--- config.mk ---
export PLATFORM = sky130hd
export DESIGN_NAME = icmc_core
export DESIGN_NICKNAME = d
export VERILOG_FILES = /design/src/include/icmc_pkg.sv /design/src/hdl/icmc_core.sv
export SDC_FILE = /design/constraint.sdc
export NUM_CORES = 1
export LEC_CHECK = 0
export BUFFER_PORTS_ARGS = -buffer_cell sky130_fd_sc_hd__buf_2
export CORE_ASPECT_RATIO = 0.8
export CORE_MARGIN = 2
export CORE_UTILIZATION = 35
export CTS_CLUSTER_SIZE = 40
export DETAILED_ROUTE_END_ITERATION = 16
export PLACE_DENSITY_LB_ADDON = 0.3
export SYNTH_ARGS = -nofsm -noshare
export SYNTH_HDL_FRONTEND = slang
export SYNTH_SLANG_ARGS = --single-unit
export TNS_END_PERCENT = 30
--- constraint.sdc ---
create_clock -name clk -period 15.4 [get_ports clk]
set_input_delay 2.31 -clock clk [delete_from_list [all_inputs] [get_ports clk]]
set_output_delay 2.31 -clock clk [all_outputs]
set_load 0.02 [all_outputs]
--- src/include/icmc_pkg.sv ---
package icmc_pkg;
  // ***********************************************
  // Timing
  // ***********************************************
  localparam int CLK_HZ = 20_000_000;
  localparam int RATE_HI_PPS = 6400; // Fast read counter stepping
  localparam int RATE_LO_PPS = 800; // Slow read counter stepping
  localparam int BIT_PPS = 3200; // Computer pulse bit rate
  localparam int RATE_HI_CYC = CLK_HZ / RATE_HI_PPS;
  localparam int RATE_LO_CYC = CLK_HZ / RATE_LO_PPS;
  localparam int BIT_CYC = CLK_HZ / BIT_PPS;
  localparam int DIV_W = 16;
  localparam int TQ_W = 24;

  // ***********************************************
  // Widths
  // ***********************************************
  localparam int AXES = 3;
  localparam int ERR_W = 16; // Holds a full 256-pulse burst with margin
  localparam int RD_W = 16;
  localparam int PEND_W = 8;

  // ***********************************************
  // Register map (word index on the bus)
  // ***********************************************
  localparam logic [2:0] REG_CTRL = 3'h0;
  localparam logic [2:0] REG_STATUS = 3'h1;
  localparam logic [2:0] REG_ERR0 = 3'h2;
  localparam logic [2:0] REG_READ0 = 3'h5;
  localparam int CTRL_RATE_LO_BIT = 0;
  localparam logic CTRL_RESET = 1'b0;

  typedef enum logic [2:0] {
    ICMC_INERTIAL,
    ICMC_FINE,
    ICMC_COARSE,
    ICMC_DISPLAY,
    ICMC_CAGE,
    ICMC_TURN_ON
  } icmc_mode_t;
endpackage : icmc_pkg

--- src/hdl/icmc_core.sv ---
`timescale 1ns/10ps
module icmc_core #(
  parameter int RATE_LO_CYCLES = icmc_pkg::RATE_LO_CYC,
  parameter int BIT_CYCLES = icmc_pkg::BIT_CYC
) (
  input wire logic clk,
  input wire logic rst,
  input wire logic err_cnt_en,
  input wire logic coarse_align,
  input wire logic cage_switch,
  input wire logic cnt_zero,
  input wire logic torque_en,
  input wire logic [1:0] gyro_sel,
  input wire logic gyro_neg,
  input wire logic torque_set,
  input wire logic [2:0] cmd_up,
  input wire logic [2:0] cmd_dn,
  input wire logic [2:0] gimbal_up,
  input wire logic [2:0] gimbal_dn,
  output logic [2:0] angle_up,
  output logic [2:0] angle_dn,
  output logic [2:0][icmc_pkg::ERR_W-1:0] err_drive,
  output logic drive_from_err,
  output logic torque_path,
  output logic [2:0] torque_on,
  output logic torque_neg,
  output logic cage_drive,
  output logic coarse_relay,
  output logic no_attitude_lamp,
  output icmc_pkg::icmc_mode_t mode,
  input wire logic [2:0] avs_address,
  input wire logic avs_read,
  input wire logic avs_write,
  input wire logic [31:0] avs_writedata,
  output logic [31:0] avs_readdata,
  output logic avs_waitrequest
);
  localparam int EW = icmc_pkg::ERR_W;
  localparam int PW = icmc_pkg::PEND_W;
  localparam int ERR_MAX = 2 ** (EW - 1) - 1;
  localparam logic [icmc_pkg::DIV_W-1:0] HI_RELOAD = icmc_pkg::DIV_W'(icmc_pkg::RATE_HI_CYC - 1);
  localparam logic [icmc_pkg::DIV_W-1:0] LO_RELOAD = icmc_pkg::DIV_W'(RATE_LO_CYCLES - 1);
  localparam logic [icmc_pkg::TQ_W-1:0] TQ_STEP = icmc_pkg::TQ_W'(BIT_CYCLES);

  // Saturating add keeps a runaway burst from wrapping sign
  function automatic logic signed [EW-1:0] sat_add(input logic signed [EW-1:0] a, input logic signed [2:0] d);
    logic signed [EW+1:0] s;
    s = (EW+2)'(a) + (EW+2)'(d);
    // Limits are signed so a negative sum is not read as a huge positive one
    if (s > (EW+2)'(ERR_MAX)) begin
      sat_add = EW'(ERR_MAX);
    end else if (s < -(EW+2)'(ERR_MAX)) begin
      sat_add = -EW'(ERR_MAX);
    end else begin
      sat_add = s[EW-1:0];
    end
  endfunction : sat_add

  // ***********************************************
  // Mode decode
  // ***********************************************
  icmc_pkg::icmc_mode_t next_mode;
  logic next_cage_drive, next_coarse_relay, next_drive_from_err, next_torque_path, next_lamp;

  // Cage wins over every computer discrete
  always_comb begin
    if (cage_switch) begin
      next_mode = icmc_pkg::ICMC_CAGE;
    end else if (err_cnt_en && coarse_align) begin
      next_mode = icmc_pkg::ICMC_COARSE;
    end else if (err_cnt_en) begin
      next_mode = icmc_pkg::ICMC_DISPLAY;
    end else if (coarse_align) begin
      next_mode = icmc_pkg::ICMC_TURN_ON;
    end else if (torque_en) begin
      next_mode = icmc_pkg::ICMC_FINE;
    end else begin
      next_mode = icmc_pkg::ICMC_INERTIAL;
    end
    next_cage_drive = cage_switch;
    next_coarse_relay = cage_switch || coarse_align;
    next_drive_from_err = next_mode == icmc_pkg::ICMC_COARSE;
    next_torque_path = torque_en && !next_coarse_relay;
    next_lamp = cage_switch;
  end

  always_ff @(posedge clk) begin
    if (rst) begin
      mode <= icmc_pkg::ICMC_INERTIAL;
      cage_drive <= 1'b0;
      coarse_relay <= 1'b0;
      drive_from_err <= 1'b0;
      torque_path <= 1'b0;
      no_attitude_lamp <= 1'b0;
    end else begin
      mode <= next_mode;
      cage_drive <= next_cage_drive;
      coarse_relay <= next_coarse_relay;
      drive_from_err <= next_drive_from_err;
      torque_path <= next_torque_path;
      no_attitude_lamp <= next_lamp;
    end
  end

  // ***********************************************
  // Rate divider and counters
  // ***********************************************
  logic rate_lo;
  logic [icmc_pkg::DIV_W-1:0] div_q, next_div;
  logic signed [2:0][PW-1:0] pend_q, next_pend;
  logic signed [2:0][icmc_pkg::RD_W-1:0] rd_q, next_rd;
  logic signed [2:0][EW-1:0] next_err;
  logic [2:0] next_up, next_dn;
  logic step_ok, fb_on, err_on;

  // Stepping is paced only in coarse align; elsewhere one step per clock
  always_comb begin
    logic signed [2:0] d;
    d = 3'sh0;
    step_ok = (mode != icmc_pkg::ICMC_COARSE) || (div_q == '0);
    next_div = (div_q == '0) ? (rate_lo ? LO_RELOAD : HI_RELOAD) : div_q - 1'b1;
    fb_on = mode == icmc_pkg::ICMC_COARSE;
    err_on = fb_on || mode == icmc_pkg::ICMC_DISPLAY;
    for (int i = 0; i < icmc_pkg::AXES; i++) begin
      next_pend[i] = pend_q[i] + PW'($signed({1'b0, gimbal_up[i]})) - PW'($signed({1'b0, gimbal_dn[i]}));
      next_up[i] = 1'b0;
      next_dn[i] = 1'b0;
      next_rd[i] = rd_q[i];
      if (cnt_zero) begin
        next_pend[i] = '0;
        next_rd[i] = '0;
      end else if (step_ok && $signed(pend_q[i]) > 0) begin
        next_up[i] = 1'b1;
        next_pend[i] = next_pend[i] - 1'b1;
        next_rd[i] = rd_q[i] + 1'b1;
      end else if (step_ok && $signed(pend_q[i]) < 0) begin
        next_dn[i] = 1'b1;
        next_pend[i] = next_pend[i] + 1'b1;
        next_rd[i] = rd_q[i] - 1'b1;
      end
      d = 3'($signed({2'b00, cmd_up[i]})) - 3'($signed({2'b00, cmd_dn[i]}));
      if (fb_on) begin
        d = d - 3'($signed({2'b00, next_up[i]})) + 3'($signed({2'b00, next_dn[i]}));
      end
      next_err[i] = err_on ? sat_add(err_drive[i], d) : '0;
    end
  end

  always_ff @(posedge clk) begin
    if (rst) begin
      div_q <= '0;
      pend_q <= '0;
      rd_q <= '0;
      err_drive <= '0;
      angle_up <= '0;
      angle_dn <= '0;
    end else begin
      div_q <= next_div;
      pend_q <= next_pend;
      rd_q <= next_rd;
      err_drive <= next_err;
      angle_up <= next_up;
      angle_dn <= next_dn;
    end
  end

  // ***********************************************
  // Gyro torque timing
  // ***********************************************
  logic [icmc_pkg::TQ_W-1:0] tq_q, next_tq;
  logic [2:0] next_on;
  logic next_neg;

  // Each set pulse buys one bit period of constant current
  always_comb begin
    next_tq = (tq_q != '0) ? tq_q - 1'b1 : tq_q;
    if (!torque_path) begin
      next_tq = '0;
    end else if (torque_set && tq_q <= ~TQ_STEP) begin
      next_tq = next_tq + TQ_STEP;
    end
    next_on = '0;
    if (next_tq != '0 && gyro_sel < 2'h3) begin
      next_on[gyro_sel] = 1'b1;
    end
    next_neg = gyro_neg;
  end

  always_ff @(posedge clk) begin
    if (rst) begin
      tq_q <= '0;
      torque_on <= '0;
      torque_neg <= 1'b0;
    end else begin
      tq_q <= next_tq;
      torque_on <= next_on;
      torque_neg <= next_neg;
    end
  end

  // ***********************************************
  // Avalon slave, one wait state per access
  // ***********************************************
  logic next_wait, next_rate_lo;
  logic [31:0] next_rdata;

  // All eight words are mapped and read back; writes to any word but control are dropped
  always_comb begin
    next_wait = !((avs_read || avs_write) && avs_waitrequest);
    next_rate_lo = rate_lo;
    if (avs_write && !avs_waitrequest && avs_address == icmc_pkg::REG_CTRL) begin
      next_rate_lo = avs_writedata[icmc_pkg::CTRL_RATE_LO_BIT];
    end
    next_rdata = '0;
    if (avs_address == icmc_pkg::REG_CTRL) begin
      next_rdata = 32'(rate_lo);
    end else if (avs_address == icmc_pkg::REG_STATUS) begin
      next_rdata = {26'h0, no_attitude_lamp, torque_path, 1'b0, mode};
    end else if (avs_address < icmc_pkg::REG_READ0) begin
      next_rdata = 32'($signed(err_drive[2'(avs_address - icmc_pkg::REG_ERR0)]));
    end else begin
      next_rdata = 32'($signed(rd_q[2'(avs_address - icmc_pkg::REG_READ0)]));
    end
  end

  always_ff @(posedge clk) begin
    if (rst) begin
      avs_waitrequest <= 1'b1;
      avs_readdata <= '0;
      rate_lo <= icmc_pkg::CTRL_RESET;
    end else begin
      avs_waitrequest <= next_wait;
      avs_readdata <= next_rdata;
      rate_lo <= next_rate_lo;
    end
  end

  // ***********************************************
  // Assertions
  // ***********************************************
  property p_coarse;
    @(posedge clk) disable iff (rst) (err_cnt_en && coarse_align && !cage_switch) |=> mode == icmc_pkg::ICMC_COARSE;
  endproperty
  a_coarse: assert property (p_coarse) else $error("coarse not entered");
  property p_route;
    @(posedge clk) disable iff (rst) mode == icmc_pkg::ICMC_COARSE |-> drive_from_err && !torque_path;
  endproperty
  a_route: assert property (p_route) else $error("coarse routing wrong");
  property p_report;
    @(posedge clk) disable iff (rst) (mode == icmc_pkg::ICMC_INERTIAL && $signed(pend_q[0]) > 0 && !cnt_zero)
      |=> angle_up[0];
  endproperty
  a_report: assert property (p_report) else $error("step not reported");
  property p_fb;
    @(posedge clk) disable iff (rst) (mode == icmc_pkg::ICMC_COARSE && next_up[1] && !cmd_up[1] && !cmd_dn[1]
      && $signed(err_drive[1]) > 0) |=> err_drive[1] == $past(err_drive[1]) - 1;
  endproperty
  a_fb: assert property (p_fb) else $error("feedback not applied");
  property p_pace;
    @(posedge clk) disable iff (rst) (mode == icmc_pkg::ICMC_COARSE && div_q != '0) |-> next_up == '0 && next_dn == '0;
  endproperty
  a_pace: assert property (p_pace) else $error("step between rate ticks");
  property p_inertial;
    @(posedge clk) disable iff (rst) !(err_cnt_en || coarse_align || cage_switch || torque_en)
      |=> mode == icmc_pkg::ICMC_INERTIAL;
  endproperty
  a_inertial: assert property (p_inertial) else $error("default mode wrong");
  property p_fine;
    @(posedge clk) disable iff (rst) mode == icmc_pkg::ICMC_FINE |=> err_drive[2] == '0;
  endproperty
  a_fine: assert property (p_fine) else $error("error counter live in fine align");
  property p_display;
    @(posedge clk) disable iff (rst) (mode == icmc_pkg::ICMC_DISPLAY && !cmd_up[0] && !cmd_dn[0]
      && next_mode == icmc_pkg::ICMC_DISPLAY) |=> $stable(err_drive[0]);
  endproperty
  a_display: assert property (p_display) else $error("feedback in display mode");
  property p_cage;
    @(posedge clk) disable iff (rst) cage_switch |=> cage_drive && coarse_relay && no_attitude_lamp;
  endproperty
  a_cage: assert property (p_cage) else $error("cage paths off");
  property p_zero;
    @(posedge clk) disable iff (rst) cnt_zero |=> rd_q[0] == '0 && angle_up == '0 && angle_dn == '0;
  endproperty
  a_zero: assert property (p_zero) else $error("zero discrete ignored");
  property p_torque;
    @(posedge clk) disable iff (rst) (torque_path && torque_set && gyro_sel == 2'h0) |=> torque_on[0] [*2];
  endproperty
  a_torque: assert property (p_torque) else $error("torque current missing");
  c_coarse: cover property (@(posedge clk) mode == icmc_pkg::ICMC_COARSE && angle_up[0]);
  c_fine: cover property (@(posedge clk) mode == icmc_pkg::ICMC_FINE && torque_on != '0);
  c_disp: cover property (@(posedge clk) mode == icmc_pkg::ICMC_DISPLAY && err_drive[0] != '0);
endmodule : icmc_core

==> impl_metrics.sql, run 1 <==
INSERT INTO impl_metrics (metric_group, metric, value, unit) VALUES
('status', 'run_status', 'finished clean', ''),
('placement', 'gp_congestion', '0.911', ''),
('placement', 'detailedPlacementHpwl', '34.0', 'mm'),
('floorplanning', 'start_util', '0.354', ''),
('timing', 'final.setup.tns', '0', 'ps'),
('timing', 'fmax', '122', 'MHz'),
('floorplanning', 'die_height', '190', 'µm'),
('floorplanning', 'die_w', '237', 'µm'),
('detailed_routing', 'met2RoutedLength', '18.5', 'mm'),
('clocking', 'clk_root_buffer_cell', 'sky130_fd_sc_hd__clkbuf_16', ''),
('global_route', 'first_pass_grt_wire_length', '69.9', 'mm'),
('timing', 'clock_skew', '11.8', 'ps'),
('global_route', 'number_of_global_route_vias_before_repair', '13100', ''),
('critical_path', 'critPathSlowestCell', 'sky130_fd_sc_hd__o21ai_1', ''),
('cells_and_area', 'leading_cell_type_in_the_layout_fill_and_taps_excluded', 'sky130_fd_sc_hd__nor2_1', ''),
('placement', 'placed_cells', '2556', ''),
('clocking', 'cts_hold_buf', '0', ''),
('timing', 'hold_viol_final', '0', ''),
('critical_path', 'critical_path_required', '15730', 'ps'),
('timing', 'timing.final.crit_share', '0.533', ''),
('clocking', 'total_cts_buffers', '17', ''),
('power', 'clockPowerShare', '0.178', ''),
('yosys', 'synth.distinct_cells', '82', ''),
('clocking', 'clock-sinks', '195', ''),
('floorplanning', 'core-area', '43000', 'µm²'),
('clocking', 'cts_tree', 'yes', ''),
('cells_and_area', 'layout_common_cells', '231 x sky130_fd_sc_hd__nor2_1, 195 x sky130_fd_sc_hd__dfxtp_1, 166 x sky130_fd_sc_hd__nand2_1', ''),
('yosys', 'synth.ff_latch_count', '195', ''),
('cells_and_area', 'drive_above_1_share', '0.112', ''),
('detailed_routing', 'wl_met3', '2.64', 'mm'),
('power', 'power.share.switching', '0.456', ''),
('timing', 'rsz_0062_raised_after_global_routing', 'no', ''),
('timing', 'drv_slew', '0', ''),
('yosys', 'synthesis.nets', '2161', ''),
('clocking', 'h-tree-depth', '4', ''),
('clocking', 'postCtsResizedCells', '0', ''),
('global_route', 'globalRouteOverflowTotal', '0', ''),
('yosys', 'yosys_warning_total', '0', ''),
('timing', 'worst_slew_pin_slew', '1290', 'ps'),
('critical_path', 'crit_path_start_kind', 'flip-flop', ''),
('detailed_routing', 'wl_met1', '21.9', 'mm'),
('detailed_routing', 'viasPerCell', '5.53', ''),
('yosys', 'async_flop_share', '0', ''),
('timing', 'final.hold.worst_slack', '443', 'ps'),
('critical_path', 'slowest_delay', '980', 'ps'),
('timing', 'count_of_final_setup_violators', '0', ''),
('flow_run', 'timing.max_cap.violations', '0', ''),
('power', 'power', '2.82', 'mW'),
('power', 'static_leakage', '7.34', 'nW'),
('yosys', 'synthesis.instances', '1938', ''),
('placement', 'number_of_port_buffers', '127', ''),
('critical_path', 'timing.critical_path.arrival', '8540', 'ps'),
('detailed_routing', 'wirelength', '44.1', 'mm'),
('detailed_routing', 'top_layer_used', 'met5', ''),
('detailed_routing', 'wl_per_cell', '17.0', 'µm'),
('cells_and_area', 'final_cell_count_no_fill', '2589', ''),
('global_route', 'grt_start_max_net_pins', '74', ''),
('detailed_routing', 'route.detailed.drc', '0', ''),
('detailed_routing', 'num_vias', '14300', ''),
('cells_and_area', 'final_nets', '2238', ''),
('detailed_routing', 'drt_iter0_markers', '1208', ''),
('timing', 'fin_ws', '7190', 'ps'),
('yosys', 'synth_edf_count', '0', ''),
('critical_path', 'path_max_fanout', '15', ''),
('clocking', 'cts.clk_slew.worst_paths', '80', 'ps'),
('floorplanning', 'ios', '159', ''),
('floorplanning', 'design.die.area', '45100', 'µm²'),
('detailed_routing', 'drtAntennaViolNets', '0', ''),
('power', 'power.density', '167', 'nW/µm²'),
('power', 'seq_power_share', '0.231', ''),
('timing', 'timing.slew.headroom', '0.142', '');
## sequential cells by signal, indices dropped and copies added (netlist names)
register	count
err_drive	48
rd_q	48
pend_q	24
tq_q	24
avs_readdata	16
div_q	16
angle_dn	3
angle_up	3
mode	3
torque_on	3
avs_waitrequest	1
coarse_relay	1
drive_from_err	1
no_attitude_lamp	1
rate_lo	1
torque_neg	1
torque_path	1
## cell families (layout without fill, tap and decap cells)
group | Yosys count | count (layout) | synth area share
mux | 41 | 41 | 0.0282
flops | 195 | 195 | 0.257
other cells | 0 | 2 | 0
fa+ha+maj | 163 | 163 | 0.142
xor+xnor | 146 | 146 | 0.0842
compound gates | 501 | 501 | 0.213
simple gates | 702 | 702 | 0.224
buf+inv | 190 | 279 | 0.0525
## power by group through the flow
stage          clock, mW  combinational (mW)  sequential (mW)
2_1_floorplan          0                1.30            0.654
3_3_place_gp           0                1.61            0.661
3_5_place_dp           0                1.64            0.663
4_1_cts            0.511                1.66            0.652
5_1_grt            0.536                1.87            0.663
6_report           0.501                1.67            0.652
## synth_stat cells (20+ instances only)
cell type	count	area, µm²
sky130_fd_sc_hd__mux2i_1	26	260
sky130_fd_sc_hd__dfxtp_1	195	3900
sky130_fd_sc_hd__nand2b_1	20	125
sky130_fd_sc_hd__nor3_1	55	275
sky130_fd_sc_hd__clkbuf_1	60	225
sky130_fd_sc_hd__ha_1	148	1850
sky130_fd_sc_hd__a211oi_1	31	233
sky130_fd_sc_hd__o211ai_1	20	150
sky130_fd_sc_hd__nor2_1	231	867
sky130_fd_sc_hd__xor2_1	48	420
sky130_fd_sc_hd__o21ai_0	93	465
sky130_fd_sc_hd__a21oi_1	156	781
sky130_fd_sc_hd__nor4_1	20	125
sky130_fd_sc_hd__nand3_1	52	260
sky130_fd_sc_hd__xnor2_1	98	858
sky130_fd_sc_hd__a31oi_1	21	131
sky130_fd_sc_hd__o21a_1	20	150
sky130_fd_sc_hd__or3_1	27	169
sky130_fd_sc_hd__inv_1	106	398
sky130_fd_sc_hd__a21o_1	22	165
sky130_fd_sc_hd__nand2_1	166	623
## cell type report
class	count	area [µm²]	area share
tap	560	701	0.0415
timing repair buffer	142	748	0.0443
antenna	2	5.00	0.000296
clock inverter	13	198	0.0117
clock buffer	18	439	0.0260
sequential	195	3900	0.231
multi-input combinational	1553	10500	0.621
inverter	106	398	0.0236
## worst register-to-register path, stage by stage, from the launching register on
cell                        delay, ps
sky130_fd_sc_hd__dfxtp_1          340
sky130_fd_sc_hd__nor3_1           460
sky130_fd_sc_hd__nand4b_1         370
sky130_fd_sc_hd__o31a_1           560
sky130_fd_sc_hd__nor3_1           680
sky130_fd_sc_hd__inv_1            250
sky130_fd_sc_hd__nor2_1           280
sky130_fd_sc_hd__fa_1             220
sky130_fd_sc_hd__inv_1             40
sky130_fd_sc_hd__ha_1             180
sky130_fd_sc_hd__fa_1             360
sky130_fd_sc_hd__o21ai_1          980
sky130_fd_sc_hd__ha_1             440
sky130_fd_sc_hd__nor2b_1          140
sky130_fd_sc_hd__o21a_1           190
sky130_fd_sc_hd__o21ai_0          270
sky130_fd_sc_hd__a31oi_1          190
sky130_fd_sc_hd__o31ai_1          600
sky130_fd_sc_hd__a2111oi_0        230
sky130_fd_sc_hd__a211oi_1         400
sky130_fd_sc_hd__a41oi_1          240
sky130_fd_sc_hd__o21ai_1          480
sky130_fd_sc_hd__o21ai_0          160
## routing by layer
layer  vias up  track usage
met4         2       0.0618
met2       419        0.288
li1       7094            -
met1      6746        0.278
met5         -            0
met3        66       0.0389
## path summary, 6_finish.rpt
path                                       from  cells past startpoint  slack, ps         endpoint
worst min register to register  avs_waitrequest                      1        440  avs_waitrequest
worst min-delay path            avs_waitrequest                      1        440  avs_waitrequest
worst max register to register         div_q[2]                     22       7190    err_drive[34]
worst max-delay path                   div_q[2]                     22       7190    err_drive[34]
Note: power is estimated with default switching activity, not from simulation.
==> run 2, diff against run 1 <==
clock period = 6.8 ns   (was 15.4 ns; I/O delays follow)
==> run 2 against run 1 <==
Hold slack worse by 6.1 ps. First-iteration DRC count shrank 15%. Core utilization grew 0.21 points. Largest cell class unchanged. Critical path depth grew 2. Largest power group unchanged. Design area rose by 0.53%.
==> impl_metrics.sql, run 2 (synthesized netlist as in run 1, its figures left out) <==
INSERT INTO impl_metrics (metric_group, metric, value, unit) VALUES
('global_route', 'globalRouteOverflowTotal', '0', ''),
('critical_path', 'crit_path_start_kind', 'flip-flop', ''),
('critical_path', 'critical_path_required', '7170', 'ps'),
('power', 'clockPowerShare', '0.168', ''),
('timing', 'hold_viol_final', '0', ''),
('timing', 'clock_skew', '22.5', 'ps'),
('clocking', 'cts.clk_slew.worst_paths', '90', 'ps'),
('placement', 'place_ws', '244', 'ps'),
('timing', 'count_of_final_setup_violators', '0', ''),
('timing', 'timing.final.crit_share', '0.946', ''),
('worst_hold_path', 'hold_path_class', 'flip-flop to flip-flop', ''),
('detailed_routing', 'num_vias', '14300', ''),
('clocking', 'cts_tree', 'yes', ''),
('worst_hold_path', 'min_path_cells', '1', ''),
('critical_path', 'worstReg2RegEnd', 'err_drive[13]', ''),
('clocking', 'postCtsResizedCells', '0', ''),
('floorplanning', 'die_height', '190', 'µm'),
('clocking', 'cts-root-to-sink-buffers', '2', ''),
('clocking', 'clock-sinks', '195', ''),
('critical_path', 'reg2reg_depth', '24', ''),
('timing', 'rsz_0062_raised_after_global_routing', 'no', ''),
('timing', 'fmax', '155', 'MHz'),
('power', 'worst_ir_drop_on_vdd', '242', 'µV'),
('worst_hold_path', 'hold_path.startpoint', 'avs_waitrequest', ''),
('power', 'seq_power_share', '0.233', ''),
('floorplanning', 'die_w', '237', 'µm'),
('cells_and_area', 'final_nets', '2252', ''),
('placement', 'number_of_port_buffers', '127', ''),
('power', 'cellInternalPower', '3.41', 'mW'),
('critical_path', 'r2r-start', 'div_q[10]', ''),
('critical_path', 'setup.reg_to_reg.worst_slack', '370', 'ps'),
('floorplanning', 'design.die.area', '45100', 'µm²'),
('power', 'switchingPower', '2.95', 'mW'),
('clocking', 'total_cts_buffers', '17', ''),
('worst_hold_path', 'worstHoldEndpoint', 'avs_waitrequest', ''),
('status', 'run_status', 'finished clean', ''),
('placement', 'gp_congestion', '0.919', ''),
('detailed_routing', 'viasPerCell', '5.50', ''),
('critical_path', 'crit_type', 'flip-flop to flip-flop', ''),
('critical_path', 'timing.critical_path.arrival', '6810', 'ps'),
('global_route', 'number_of_antenna_violations_at_the_first_check_in_global_routing', '3', ''),
('detailed_routing', 'wirelength', '44.2', 'mm'),
('floorplanning', 'ios', '159', ''),
('timing', 'final_period_minus_worst_setup_slack', '6430', 'ps'),
('detailed_routing', 'drtAntennaViolNets', '0', ''),
('clocking', 'clk_root_buffer_cell', 'sky130_fd_sc_hd__clkbuf_16', ''),
('timing', 'fin_ws', '366', 'ps'),
('detailed_routing', 'wl_per_cell', '17.0', 'µm'),
('placement', 'detailedPlacementHpwl', '34.0', 'mm'),
('global_route', 'first_pass_grt_wire_length', '70.1', 'mm'),
('flow_run', 'timing.max_cap.violations', '0', ''),
('power', 'p_comb_frac', '0.599', ''),
('timing', 'timing.slew.headroom', '0.127', ''),
('floorplanning', 'num_rows', '68', ''),
('clocking', 'post-cts-setup-buffers', '0', ''),
('floorplanning', 'start_util', '0.354', ''),
('timing', 'drv_slew', '0', ''),
('cells_and_area', 'syn_to_final_growth', '11.7', '%'),
('power', 'static_leakage', '7.38', 'nW'),
('clocking', 'insertion_delay', '470', 'ps'),
('global_route', 'grt_start_max_net_pins', '65', ''),
('global_route', 'number_of_global_route_vias_before_repair', '13300', ''),
('cells_and_area', 'leading_cell_type_in_the_layout_fill_and_taps_excluded', 'sky130_fd_sc_hd__nor2_1', ''),
('detailed_routing', 'drt-pass1-iter-count', '5', ''),
('floorplanning', 'core-area', '43000', 'µm²'),
('clocking', 'cts_hold_buf', '0', ''),
('global_route', 'groute.usage.overall', '0.194', ''),
('detailed_routing', 'route.detailed.drc', '0', ''),
('power', 'power.share.switching', '0.464', ''),
('clocking', 'h-tree-depth', '4', ''),
('critical_path', 'worst_setup_path_end_kind', 'flip-flop', ''),
('timing', 'worst_slew_pin_slew', '1300', 'ps'),
('power', 'power', '6.36', 'mW'),
('critical_path', 'path_max_fanout', '9', ''),
('detailed_routing', 'drt_iter0_markers', '1029', ''),
('power', 'power.density', '375', 'nW/µm²'),
('cells_and_area', 'largest_registers', 'err_drive x48, rd_q x48', ''),
('cells_and_area', 'layout_common_cells', '231 x sky130_fd_sc_hd__nor2_1, 195 x sky130_fd_sc_hd__dfxtp_1, 166 x sky130_fd_sc_hd__nand2_1', ''),
('cells_and_area', 'drive_above_1_share', '0.120', '');
[run 2: changes by cell type in the layout (fill, tap and decap cells not counted), sizes merged]
cell / change
clkinvlp: +1
o21ai: +1
diode: -1
buf: +13
clkinv: +1
bufinv: -3
inv: +2
[run 2: worst max-delay path by stage]
stage              start       endpoint  slack, ps  cells past startpoint
2_1_floorplan  div_q[11]  err_drive[10]       -170                     23
3_3_place_gp   div_q[11]  err_drive[13]        320                     22
3_5_place_dp   div_q[10]  err_drive[13]        240                     22
4_1_cts        div_q[10]  err_drive[13]        190                     22
5_1_grt        div_q[10]   err_drive[9]          6                     24
6_report       div_q[10]  err_drive[13]        370                     24
[run 2: cell type report]
class | instances | area (µm²)
Antenna cell | 1 | 2.50
Clock buffer | 18 | 439
Clock inverter | 14 | 163
Fill cell | 4375 | 26000
Inverter | 106 | 398
Multi-Input combinational cell | 1554 | 10500
Sequential cell | 195 | 3900
Tap cell | 560 | 701
Timing Repair Buffer | 155 | 846
[run 2: worst max-delay path: stages (launching register included)]
cell and delay [ps]:
sky130_fd_sc_hd__dfxtp_1 350, sky130_fd_sc_hd__or4_1 570, sky130_fd_sc_hd__or3_1 370, sky130_fd_sc_hd__o31a_1 360, sky130_fd_sc_hd__a311oi_1 370, sky130_fd_sc_hd__inv_1 110, sky130_fd_sc_hd__nor2_1 100, sky130_fd_sc_hd__buf_4 160
sky130_fd_sc_hd__fa_1 420, sky130_fd_sc_hd__inv_1 70, sky130_fd_sc_hd__ha_1 150, sky130_fd_sc_hd__fa_1 400, sky130_fd_sc_hd__nand2_1 80, sky130_fd_sc_hd__nand2_1 80, sky130_fd_sc_hd__ha_1 270, sky130_fd_sc_hd__a21o_1 180
sky130_fd_sc_hd__a21oi_1 210, sky130_fd_sc_hd__o211ai_1 180, sky130_fd_sc_hd__a211oi_1 450, sky130_fd_sc_hd__nor4b_2 140, sky130_fd_sc_hd__o31ai_1 410, sky130_fd_sc_hd__o311ai_0 230, sky130_fd_sc_hd__and2_1 260, sky130_fd_sc_hd__buf_4 200
sky130_fd_sc_hd__a211oi_1 230
[run 2: per-layer routing]
layer / GRT usage / up-vias / wire length, µm
met4: 0.0536 / 2 / 799
met5: 0 / - / 12
met1: 0.272 / 6724 / 21700
met2: 0.304 / 386 / 19300
met3: 0.0347 / 54 / 2340
li1: - / 7140 / -
[run 2: power groups by stage]
stage                     Combinational [mW]  Sequential (mW)  Clock (mW)
final                                   3.81             1.48        1.07
after global routing                    4.29             1.50        1.14
after CTS                               3.78             1.48        1.10
after detailed placement                3.75             1.51           0
after global placement                  3.67             1.50           0
after floorplan                         2.95             1.48           0
[run 2: through the flow]
step / setup TNS, ps / area (µm²) / cells / hold slack (ps) / util
6_report: 0 / 17000 / 2603 / 437 / 0.395
5_1_grt: 0 / 17000 / 2602 / 447 / 0.395
4_1_cts: 0 / 16900 / 2601 / 436 / 0.394
3_5_place_dp: 0 / 16300 / 2569 / 420 / 0.380
3_3_place_gp: 0 / 16300 / 2569 / 410 / 0.380
2_1_floorplan: -3240 / 15200 / 1938 / 439 / -
